[src/iec_pkg.sv]
// iec_pkg: constants for the input edge capture block
// assumes a 32-bit ahb-lite slave with word-aligned registers
package iec_pkg;
	// ----------------------------------------------------------------
	// register byte offsets
	// ----------------------------------------------------------------
	localparam logic [7:0] CTRL_OFS   = 8'h00; // capture_control_register
	localparam logic [7:0] VALUE_OFS  = 8'h04; // capture_value_high:low
	localparam logic [7:0] FLAG_OFS   = 8'h08; // peripheral_flag_register
	localparam logic [7:0] ENABLE_OFS = 8'h0c; // peripheral_enable_register
	localparam logic [7:0] TIMER_OFS  = 8'h10; // sixteen_bit_timer
	localparam int         ADDR_W     = 8;
	// ----------------------------------------------------------------
	// capture_mode_field codes
	// ----------------------------------------------------------------
	localparam logic [3:0] MODE_OFF   = 4'h0;
	localparam logic [3:0] MODE_FALL  = 4'h4;
	localparam logic [3:0] MODE_RISE  = 4'h5;
	localparam logic [3:0] MODE_RISE4 = 4'h6;
	localparam logic [3:0] MODE_RISE16 = 4'h7;
	// ----------------------------------------------------------------
	// field positions and reset values
	// ----------------------------------------------------------------
	localparam int         MODE_LSB   = 0;
	localparam int         MODE_W     = 4;
	localparam int         FLAG_BIT   = 0;
	localparam int         TIMER_RUN_BIT = 4;
	localparam int         TIMER_EXT_BIT = 5;
	localparam logic [7:0] CTRL_RST   = 8'h00;
	localparam logic [3:0] PS_MAX4    = 4'h3;
	localparam logic [3:0] PS_MAX16   = 4'hf;
	localparam logic [1:0] HTRANS_NONSEQ = 2'h2;
	localparam logic [2:0] HSIZE_WORD = 3'h2;
endpackage : iec_pkg
[src/iec_capture.sv]
// iec_capture: input edge capture unit with its own 16-bit timer
// assumes capture_pin is synchronous to hclk; single-slave ahb-lite bus
`timescale 1ns/10ps
module iec_capture #(
	parameter int TW = 16 // timer width
) (
	// clock and reset
	input  wire logic        hclk,
	input  wire logic        hresetn,
	// ahb-lite slave
	input  wire logic        hsel,
	input  wire logic [31:0] haddr,
	input  wire logic [1:0]  htrans,
	input  wire logic        hwrite,
	input  wire logic [2:0]  hsize,
	input  wire logic [31:0] hwdata,
	input  wire logic        hready,
	output logic      [31:0] hrdata,
	output logic             hreadyout,
	output logic             hresp,
	// capture pin and timer clock source
	input  wire logic        capture_pin,
	input  wire logic        timer_ext_tick,
	// interrupt request level
	output logic             capture_irq
);
	// refuse timer widths the counter and bus mapping cannot serve
	if (TW != 16) begin : g_bad_tw
		$error("iec_capture: timer width must be 16");
	end

	localparam int     ADDR_W_L = iec_pkg::ADDR_W; // decoded address bits

	// ----------------------------------------------------------------
	// state
	// ----------------------------------------------------------------
	logic [7:0]        ctrl_r, ctrl_nxt;       // control register
	logic              flag_r, flag_nxt;       // capture_irq_flag
	logic              ien_r, ien_nxt;         // capture_irq_enable
	logic [TW-1:0]     timer_r, timer_nxt;     // sixteen_bit_timer
	logic [3:0]        ps_r, ps_nxt;           // edge prescaler
	logic [1:0]        pin_r, pin_nxt;         // pin samples
	logic [3:0]        mode_prev_r;            // mode last cycle
	logic              wr_pend_r, wr_pend_nxt; // data phase write
	logic [ADDR_W_L-1:0] addr_r, addr_nxt;     // latched address
	logic [31:0]       hrdata_r, hrdata_nxt;   // read data
	logic              irq_r, irq_nxt;         // irq output

	logic [3:0]        mode;        // capture_mode_field
	logic              rise, fall;  // detected edges
	logic              event_hit;   // capture event
	logic              spurious;    // mode change glitch
	logic              capture;     // capture strobe
	logic [TW-1:0]     value_rd;    // held capture value
	logic              addr_ok;     // address phase valid
	logic              tick;        // timer increment

	assign mode = ctrl_r[iec_pkg::MODE_LSB +: iec_pkg::MODE_W];

	// decode of mode into capture mode check
	function automatic logic is_capture(input logic [3:0] m);
		is_capture = (m == iec_pkg::MODE_FALL) ||
			(m == iec_pkg::MODE_RISE) ||
			(m == iec_pkg::MODE_RISE4) ||
			(m == iec_pkg::MODE_RISE16);
	endfunction : is_capture

	// ----------------------------------------------------------------
	// edge detection
	// ----------------------------------------------------------------
	always_comb begin
		pin_nxt = {pin_r[0], capture_pin};
		rise = pin_r[0] & ~pin_r[1];
		fall = ~pin_r[0] & pin_r[1];
	end

	// prescaler and event selection
	always_comb begin
		ps_nxt = ps_r;
		event_hit = 1'b0;
		unique case (mode)
			iec_pkg::MODE_FALL: event_hit = fall;
			iec_pkg::MODE_RISE: event_hit = rise;
			iec_pkg::MODE_RISE4: begin
				if (rise) begin
					ps_nxt = (ps_r >= iec_pkg::PS_MAX4) ? 4'h0 : ps_r + 4'h1;
					event_hit = (ps_r >= iec_pkg::PS_MAX4);
				end
			end
			iec_pkg::MODE_RISE16: begin
				if (rise) begin
					ps_nxt = ps_r + 4'h1;
					event_hit = (ps_r == iec_pkg::PS_MAX16);
				end
			end
			default: ps_nxt = 4'h0;
		endcase
		// cleared when off or not capturing
		if (!is_capture(mode)) begin
			ps_nxt = 4'h0;
		end
		spurious = is_capture(mode) && (mode != mode_prev_r);
		capture = event_hit | spurious;
	end

	// ----------------------------------------------------------------
	// timer
	// ----------------------------------------------------------------
	always_comb begin
		// timer from hclk or external tick
		tick = ctrl_r[iec_pkg::TIMER_EXT_BIT] ? timer_ext_tick : 1'b1;
		timer_nxt = timer_r;
		if (ctrl_r[iec_pkg::TIMER_RUN_BIT] && tick) begin
			timer_nxt = timer_r + 16'h0001;
		end
	end

	// held capture value
	iec_capture_mem #(
		.WIDTH(TW)
	) u_mem (
		.hclk    (hclk),
		.hresetn (hresetn),
		.wr_en   (capture),
		.wr_data (timer_r),
		.rd_data (value_rd)
	);

	// ----------------------------------------------------------------
	// bus slave
	// ----------------------------------------------------------------
	assign addr_ok = hsel && hready && (htrans == iec_pkg::HTRANS_NONSEQ);

	always_comb begin
		ctrl_nxt    = ctrl_r;
		ien_nxt     = ien_r;
		flag_nxt    = flag_r;
		wr_pend_nxt = 1'b0;
		addr_nxt    = addr_r;
		hrdata_nxt  = hrdata_r;
		if (addr_ok) begin
			addr_nxt    = haddr[ADDR_W_L-1:0];
			wr_pend_nxt = hwrite;
			// read data registered at address phase
			unique case (haddr[ADDR_W_L-1:0])
				iec_pkg::CTRL_OFS:   hrdata_nxt = {24'h000000, ctrl_r};
				iec_pkg::VALUE_OFS:  hrdata_nxt = {16'h0000, value_rd};
				iec_pkg::FLAG_OFS:   hrdata_nxt = {31'h00000000, flag_r};
				iec_pkg::ENABLE_OFS: hrdata_nxt = {31'h00000000, ien_r};
				iec_pkg::TIMER_OFS:  hrdata_nxt = {16'h0000, timer_r};
				default:             hrdata_nxt = 32'h00000000;
			endcase
		end
		// write data phase
		if (wr_pend_r) begin
			unique case (addr_r)
				iec_pkg::CTRL_OFS:   ctrl_nxt = hwdata[7:0];
				iec_pkg::FLAG_OFS:   flag_nxt = hwdata[iec_pkg::FLAG_BIT];
				iec_pkg::ENABLE_OFS: ien_nxt = hwdata[iec_pkg::FLAG_BIT];
				default:             ctrl_nxt = ctrl_r;
			endcase
		end
		if (capture) begin
			flag_nxt = 1'b1;
		end
		irq_nxt = flag_nxt & ien_nxt;
	end

	// ----------------------------------------------------------------
	// registers
	// ----------------------------------------------------------------
	always_ff @(posedge hclk or negedge hresetn) begin
		if (!hresetn) begin
			ctrl_r      <= iec_pkg::CTRL_RST;
			flag_r      <= 1'b0;
			ien_r       <= 1'b0;
			timer_r     <= '0;
			ps_r        <= 4'h0;
			pin_r       <= 2'h0;
			mode_prev_r <= iec_pkg::MODE_OFF;
			wr_pend_r   <= 1'b0;
			addr_r      <= '0;
			hrdata_r    <= 32'h00000000;
			irq_r       <= 1'b0;
		end else begin
			ctrl_r      <= ctrl_nxt;
			flag_r      <= flag_nxt;
			ien_r       <= ien_nxt;
			timer_r     <= timer_nxt;
			ps_r        <= ps_nxt;
			pin_r       <= pin_nxt;
			mode_prev_r <= mode;
			wr_pend_r   <= wr_pend_nxt;
			addr_r      <= addr_nxt;
			hrdata_r    <= hrdata_nxt;
			irq_r       <= irq_nxt;
		end
	end

	assign hrdata      = hrdata_r;
	assign hreadyout   = 1'b1;
	assign hresp       = 1'b0;
	assign capture_irq = irq_r;
endmodule : iec_capture

[src/iec_capture_mem.sv]
// iec_capture_mem: single holding register for the captured count
// assumes write strobe is a single-cycle pulse on hclk
`timescale 1ns/10ps
module iec_capture_mem #(
	parameter int WIDTH = 16
) (
	// clock and reset
	input  wire logic             hclk,
	input  wire logic             hresetn,
	// write side
	input  wire logic             wr_en,
	input  wire logic [WIDTH-1:0] wr_data,
	// read side
	output logic      [WIDTH-1:0] rd_data
);
	logic [WIDTH-1:0] value_r;   // held capture
	logic [WIDTH-1:0] value_nxt; // next held capture

	// ----------------------------------------------------------------
	// next value
	// ----------------------------------------------------------------
	always_comb begin
		value_nxt = value_r;
		if (wr_en) begin
			value_nxt = wr_data;
		end
	end

	// register
	always_ff @(posedge hclk or negedge hresetn) begin
		if (!hresetn) begin
			value_r <= '0;
		end else begin
			value_r <= value_nxt;
		end
	end

	assign rd_data = value_r;
endmodule : iec_capture_mem

[config.mk]
export PLATFORM = sky130hd
export DESIGN_NAME = iec_capture
export DESIGN_NICKNAME = d
export VERILOG_FILES = /design/src/iec_pkg.sv /design/src/iec_capture.sv /design/src/iec_capture_mem.sv
export SDC_FILE = /design/constraint.sdc
export NUM_CORES = 1
export LEC_CHECK = 0
export BUFFER_PORTS_ARGS = -buffer_cell sky130_fd_sc_hd__buf_2
export CAP_MARGIN = 15
export CORE_UTILIZATION = 40
export DETAILED_ROUTE_END_ITERATION = 10
export PLACE_DENSITY_LB_ADDON = 0.3
export SLEW_MARGIN = 40
export SYNTH_ARGS = -nofsm -noshare
export SYNTH_HDL_FRONTEND = slang
export SYNTH_SLANG_ARGS = --single-unit
[constraint.sdc]
create_clock -name hclk -period 3 [get_ports hclk]
set_clock_uncertainty 0.15 [all_clocks]
set_input_delay 0.15 -clock hclk [delete_from_list [all_inputs] [get_ports hclk]]
set_output_delay 0.15 -clock hclk [all_outputs]
set_load 0.05 [all_outputs]
==> tab_implementation.tex <==
\begin{tabular}{lr}
\hline
Metric & Value \\
\hline
\multicolumn{2}{l}{\textbf{Status}} \\
Run status & finished clean \\
\multicolumn{2}{l}{\textbf{Clock tree}} \\
Clk root buf & clkbuf\_8 \\
Clock-pin transition on the worst setup and hold timing paths & roughly 0.070 ns \\
Count of instances resized after the clock tree is built & 0 \\
\# H-tree levels & 3 \\
Clock tree from TritonCTS & done \\
CTS sink cnt & about 80 \\
Worst skew pair latency & about 0.35 ns \\
Number of buffers added by the clock tree synthesis step & 9 \\
Clk buf depth & 2 \\
\# Post-CTS Setup Buffers & 0 \\
\multicolumn{2}{l}{\textbf{Pwr}} \\
Power dissipated by switching net loads & 0.711 mW \\
Static Leakage & $\sim$2.0 nW \\
Switching part of the total & 29.6\% \\
Maximum resistive drop on vdd & 0.181 mV \\
Int Power & 1.69 mW \\
Sequential share of power & between 50 and 60\% \\
Pwr Total & $\sim$2.4 mW \\
PwrDens & between 500 and 600 nW/µm² \\
Clock group share of total power & 28.5\% \\
Combinational group share of total power & about 17\% \\
\multicolumn{2}{l}{\textbf{Routing}} \\
Router iterations before antenna repair & 4 \\
Ratio of routed vias to standard cells & 5.01 \\
Remaining design rule violation count & 0 \\
Overall via count from detail\_route & 2454 \\
Number of violations reported at the end of detailed-routing iteration 0 & 110 \\
Remaining antenna violation count after routing & 0 \\
Routed wire length & approximately 6700 µm \\
Routed wire per std cell & around 14 µm \\
\multicolumn{2}{l}{\textbf{Yosys}} \\
Main area contributors after synthesis & dfrtp\_1, mux2\_2, mux2\_4 \\
Area share of the largest cell type after synthesis & a little over half \\
Ys Warns & 0 \\
Number of distinct library cells after synthesis & 47 \\
Top cells by instance count after synthesis & dfrtp\_1, nand2\_1, o21ai\_0 \\
Mapped cell area & 3650 µm² \\
Synthesis-stage register bit count & between 70 and 80 \\
Dominant cell type by area after synthesis & dfrtp\_1 \\
Number of synthesized flops with an enable pin & 0 \\
Most frequently used cell type in the post-synthesis netlist & dfrtp\_1 \\
Most used DFF post-synth & dfrtp\_1 \\
Post-synth ARST share & 100\% \\
Mean post-synth cell area & around 11 µm² \\
Number of instances in the synthesized netlist & roughly 320 \\
Sequential cell area fraction in the yosys report & 53.4\% \\
\multicolumn{2}{l}{\textbf{Global routing}} \\
Number of antenna violations at the first check in global routing & 0 \\
Combined global-route utilization of all metal layers & 15.6\% \\
Wire length of the first global-routing pass & 11900 µm \\
Pin count of the biggest net entering global routing & just under 80 \\
Number of global-route vias before repair & 2460 \\
Gr ovfl total & 0 \\
\multicolumn{2}{l}{\textbf{Timing}} \\
Unrepaired setup endpoints after global routing & false \\
Slew at the pin closest to its max-slew limit & 0.710 ns \\
Total Neg Setup Slack & 0 ns \\
Final WS setup & about 0.63 ns \\
Hold Violations, Final & 0 \\
WHS & between 0.1 and 0.15 ns \\
Final setup violation count & 0 \\
Share of the cycle needed by the critical path after routing & 79.1\% \\
Max-slew violations & 0 \\
Time the worst path needs with I/O delays and setup & 2.37 ns \\
Slew Limit Headroom & between 50\% and 60\% \\
Achievable clock frequency & $\sim$0.42 GHz \\
\multicolumn{2}{l}{\textbf{Cells and area}} \\
Synthesis-to-finish area growth & 15.3\% \\
Fraction of final layout cells sized beyond drive strength 1 & about 26\% \\
Total of fill cells in the finished design & around 800 \\
Final Net Count & between 400 and 500 \\
Ant diodes & 0 \\
\multicolumn{2}{l}{\textbf{Die}} \\
Std-Cell Core Area & approximately 8800 µm² \\
Width of the die & just under 100 µm \\
Initial core utilization & a little over two fifths \\
Vertical extent of the die & around 98 µm \\
Full die area & about 9500 µm² \\
IO Count & approximately 110 \\
Number of cell rows & 34 \\
\multicolumn{2}{l}{\textbf{Placed design}} \\
HPWL after detailed placement & about 4600 µm \\
Routability congestion estimate & about 0.77 \\
DP Worst Slack & $\sim$0.63 ns \\
Port buffer count & just over 40 \\
\multicolumn{2}{l}{\textbf{Critical path}} \\
Required time reported for the critical path endpoint & between 3 and 4 ns \\
Critical path launch point type & flop \\
Setup Crit Path Kind & flop to flop \\
Cell-by-cell trace of the critical path & or3b\_1 -> a21oi\_2 -> a211oi\_2 -> nor2\_4 -> mux2\_2 \\
Data arrival time of the worst path & about 2.5 ns \\
Crit end category & flop \\
Slowest CP cell & nor2\_4 \\
Stage delay of the slowest cell on the critical path & 0.53 ns \\
Critical-path maximum fanout & 16 \\
\multicolumn{2}{l}{\textbf{Job}} \\
Total of max-cap violations & 0 \\
\multicolumn{2}{l}{\textbf{Min path}} \\
Tightest Hold Check Type & primary input to flop \\
\hline
\end{tabular}
power groups by stage:
| stage | logic, mW | clock network (mW) | registers, mW |
|---|---|---|---|
| after floorplan | 0.340 | 0 | 1.29 |
| after global placement | 0.380 | 0 | 1.32 |
| after detailed placement | 0.393 | 0 | 1.33 |
| after CTS | 0.412 | 0.707 | 1.31 |
| after global routing | 0.450 | 0.755 | 1.33 |
| final | 0.409 | 0.685 | 1.31 |
layout by cell type, fill, tap and decap left out, types with 2 or more instances in the layout:
cell	synthesis	routed
a21oi_1	8	8
a22oi_1	8	8
nor2_1	22	22
clkbuf_8	0	10
nand3_1	6	6
inv_1	7	7
buf_4	18	2
nor2b_1	5	5
buf_2	2	40
conb_1	2	18
xor2_1	8	8
mux2i_1	8	8
nor3_1	3	3
ha_1	2	2
and2_1	2	2
o2111ai_1	3	3
a211oi_1	2	2
clkbuf_1	6	2
o21ai_0	24	24
nand2_1	33	33
xnor2_1	10	10
dlygate4sd3_1	0	17
nand2b_1	3	3
mux2_2	23	23
nand4_1	3	3
mux2_4	10	10
clkinv_2	0	3
dfrtp_1	78	78
path summary, 6_finish.rpt:
check	start	endpoint	slack, ns	cells past startpoint
max	ctrl_r[0]$_DFFE_PN0P_	u_mem.rd_data[2]$_DFFE_PN0P_	0.63	5
min	haddr[2]	addr_r[2]$_DFFE_PN0P_	0.10	2
max reg2reg	ctrl_r[0]$_DFFE_PN0P_	u_mem.rd_data[2]$_DFFE_PN0P_	0.63	5
min reg2reg	pin_r[0]$_DFF_PN0_	pin_r[1]$_DFF_PN0_	0.28	0
max in group asynchronous	hresetn	hrdata[6]$_DFFE_PN0P_	1.97	2
min in group asynchronous	hresetn	ps_r[0]$_DFFE_PN0P_	0.23	2
sequential cells by signal, summed over array words and instances (netlist names), 2 cells and up:
name,count
addr_r,8
ctrl_r,8
hrdata,16
mode_prev_r,4
pin_r,2
ps_r,4
timer_r,16
u_mem.rd_data,16
metal layers:
| layer | GRT usage, % | up-vias | part of all wire [%] |
|---|---|---|---|
| met5 | 0 | - | 0 |
| met4 | 6.00 | 0 | 0.66 |
| met3 | 3.60 | 6 | 3.8 |
| met2 | 23.5 | 62 | 45 |
| met1 | 21.9 | 1199 | 50 |
| li1 | - | 1187 | - |
what timing repair did:
action | in CTS | in global routing
hold endpoints to repair | 98 | 0
setup endpoints to repair | 0 | 0
hold buffers | 17 | 0
through the flow:
step / cells / cell area, µm² / utilization [%]
global route: 490 / 4210 / 48.1
floorplan: 334 / 3710 / -
detailed placement: 457 / 3870 / 44.2
CTS: 490 / 4210 / 48.1
finish: 490 / 4210 / 48.1
global placement: 457 / 3870 / 44.2
critical path, delay by kind of cell (launching register included):
kind,cells,cell delay (ns)
compound gates,2,0.24
simple gates,2,0.96
flops,1,0.50
mux,1,0.40
cell type report:
cell class | count | area [µm²] | share of cell area, %
clock buffers | 12 | 145 | 3.45
clock inverters | 4 | 22.5 | 0.535
inverters | 7 | 26.3 | 0.624
multi-input cells | 221 | 1540 | 36.4
flip-flops and latches | 78 | 1950 | 46.3
well taps | 108 | 135 | 3.21
repair buffers | 60 | 397 | 9.41
logic make-up after synthesis:
kind of cell,count (synthesis),synth area share (%)
AOI/OAI and AO/OA,53,9.18
and+or+nand+nor,88,11.9
buffers and inverters,35,6.17
DFF,78,53.4
adders and majority gates,2,0.685
other,2,0.206
muxes,42,14.1
xor gates and xnor gates,18,4.32
Note: power is estimated with default switching activity, not from simulation.
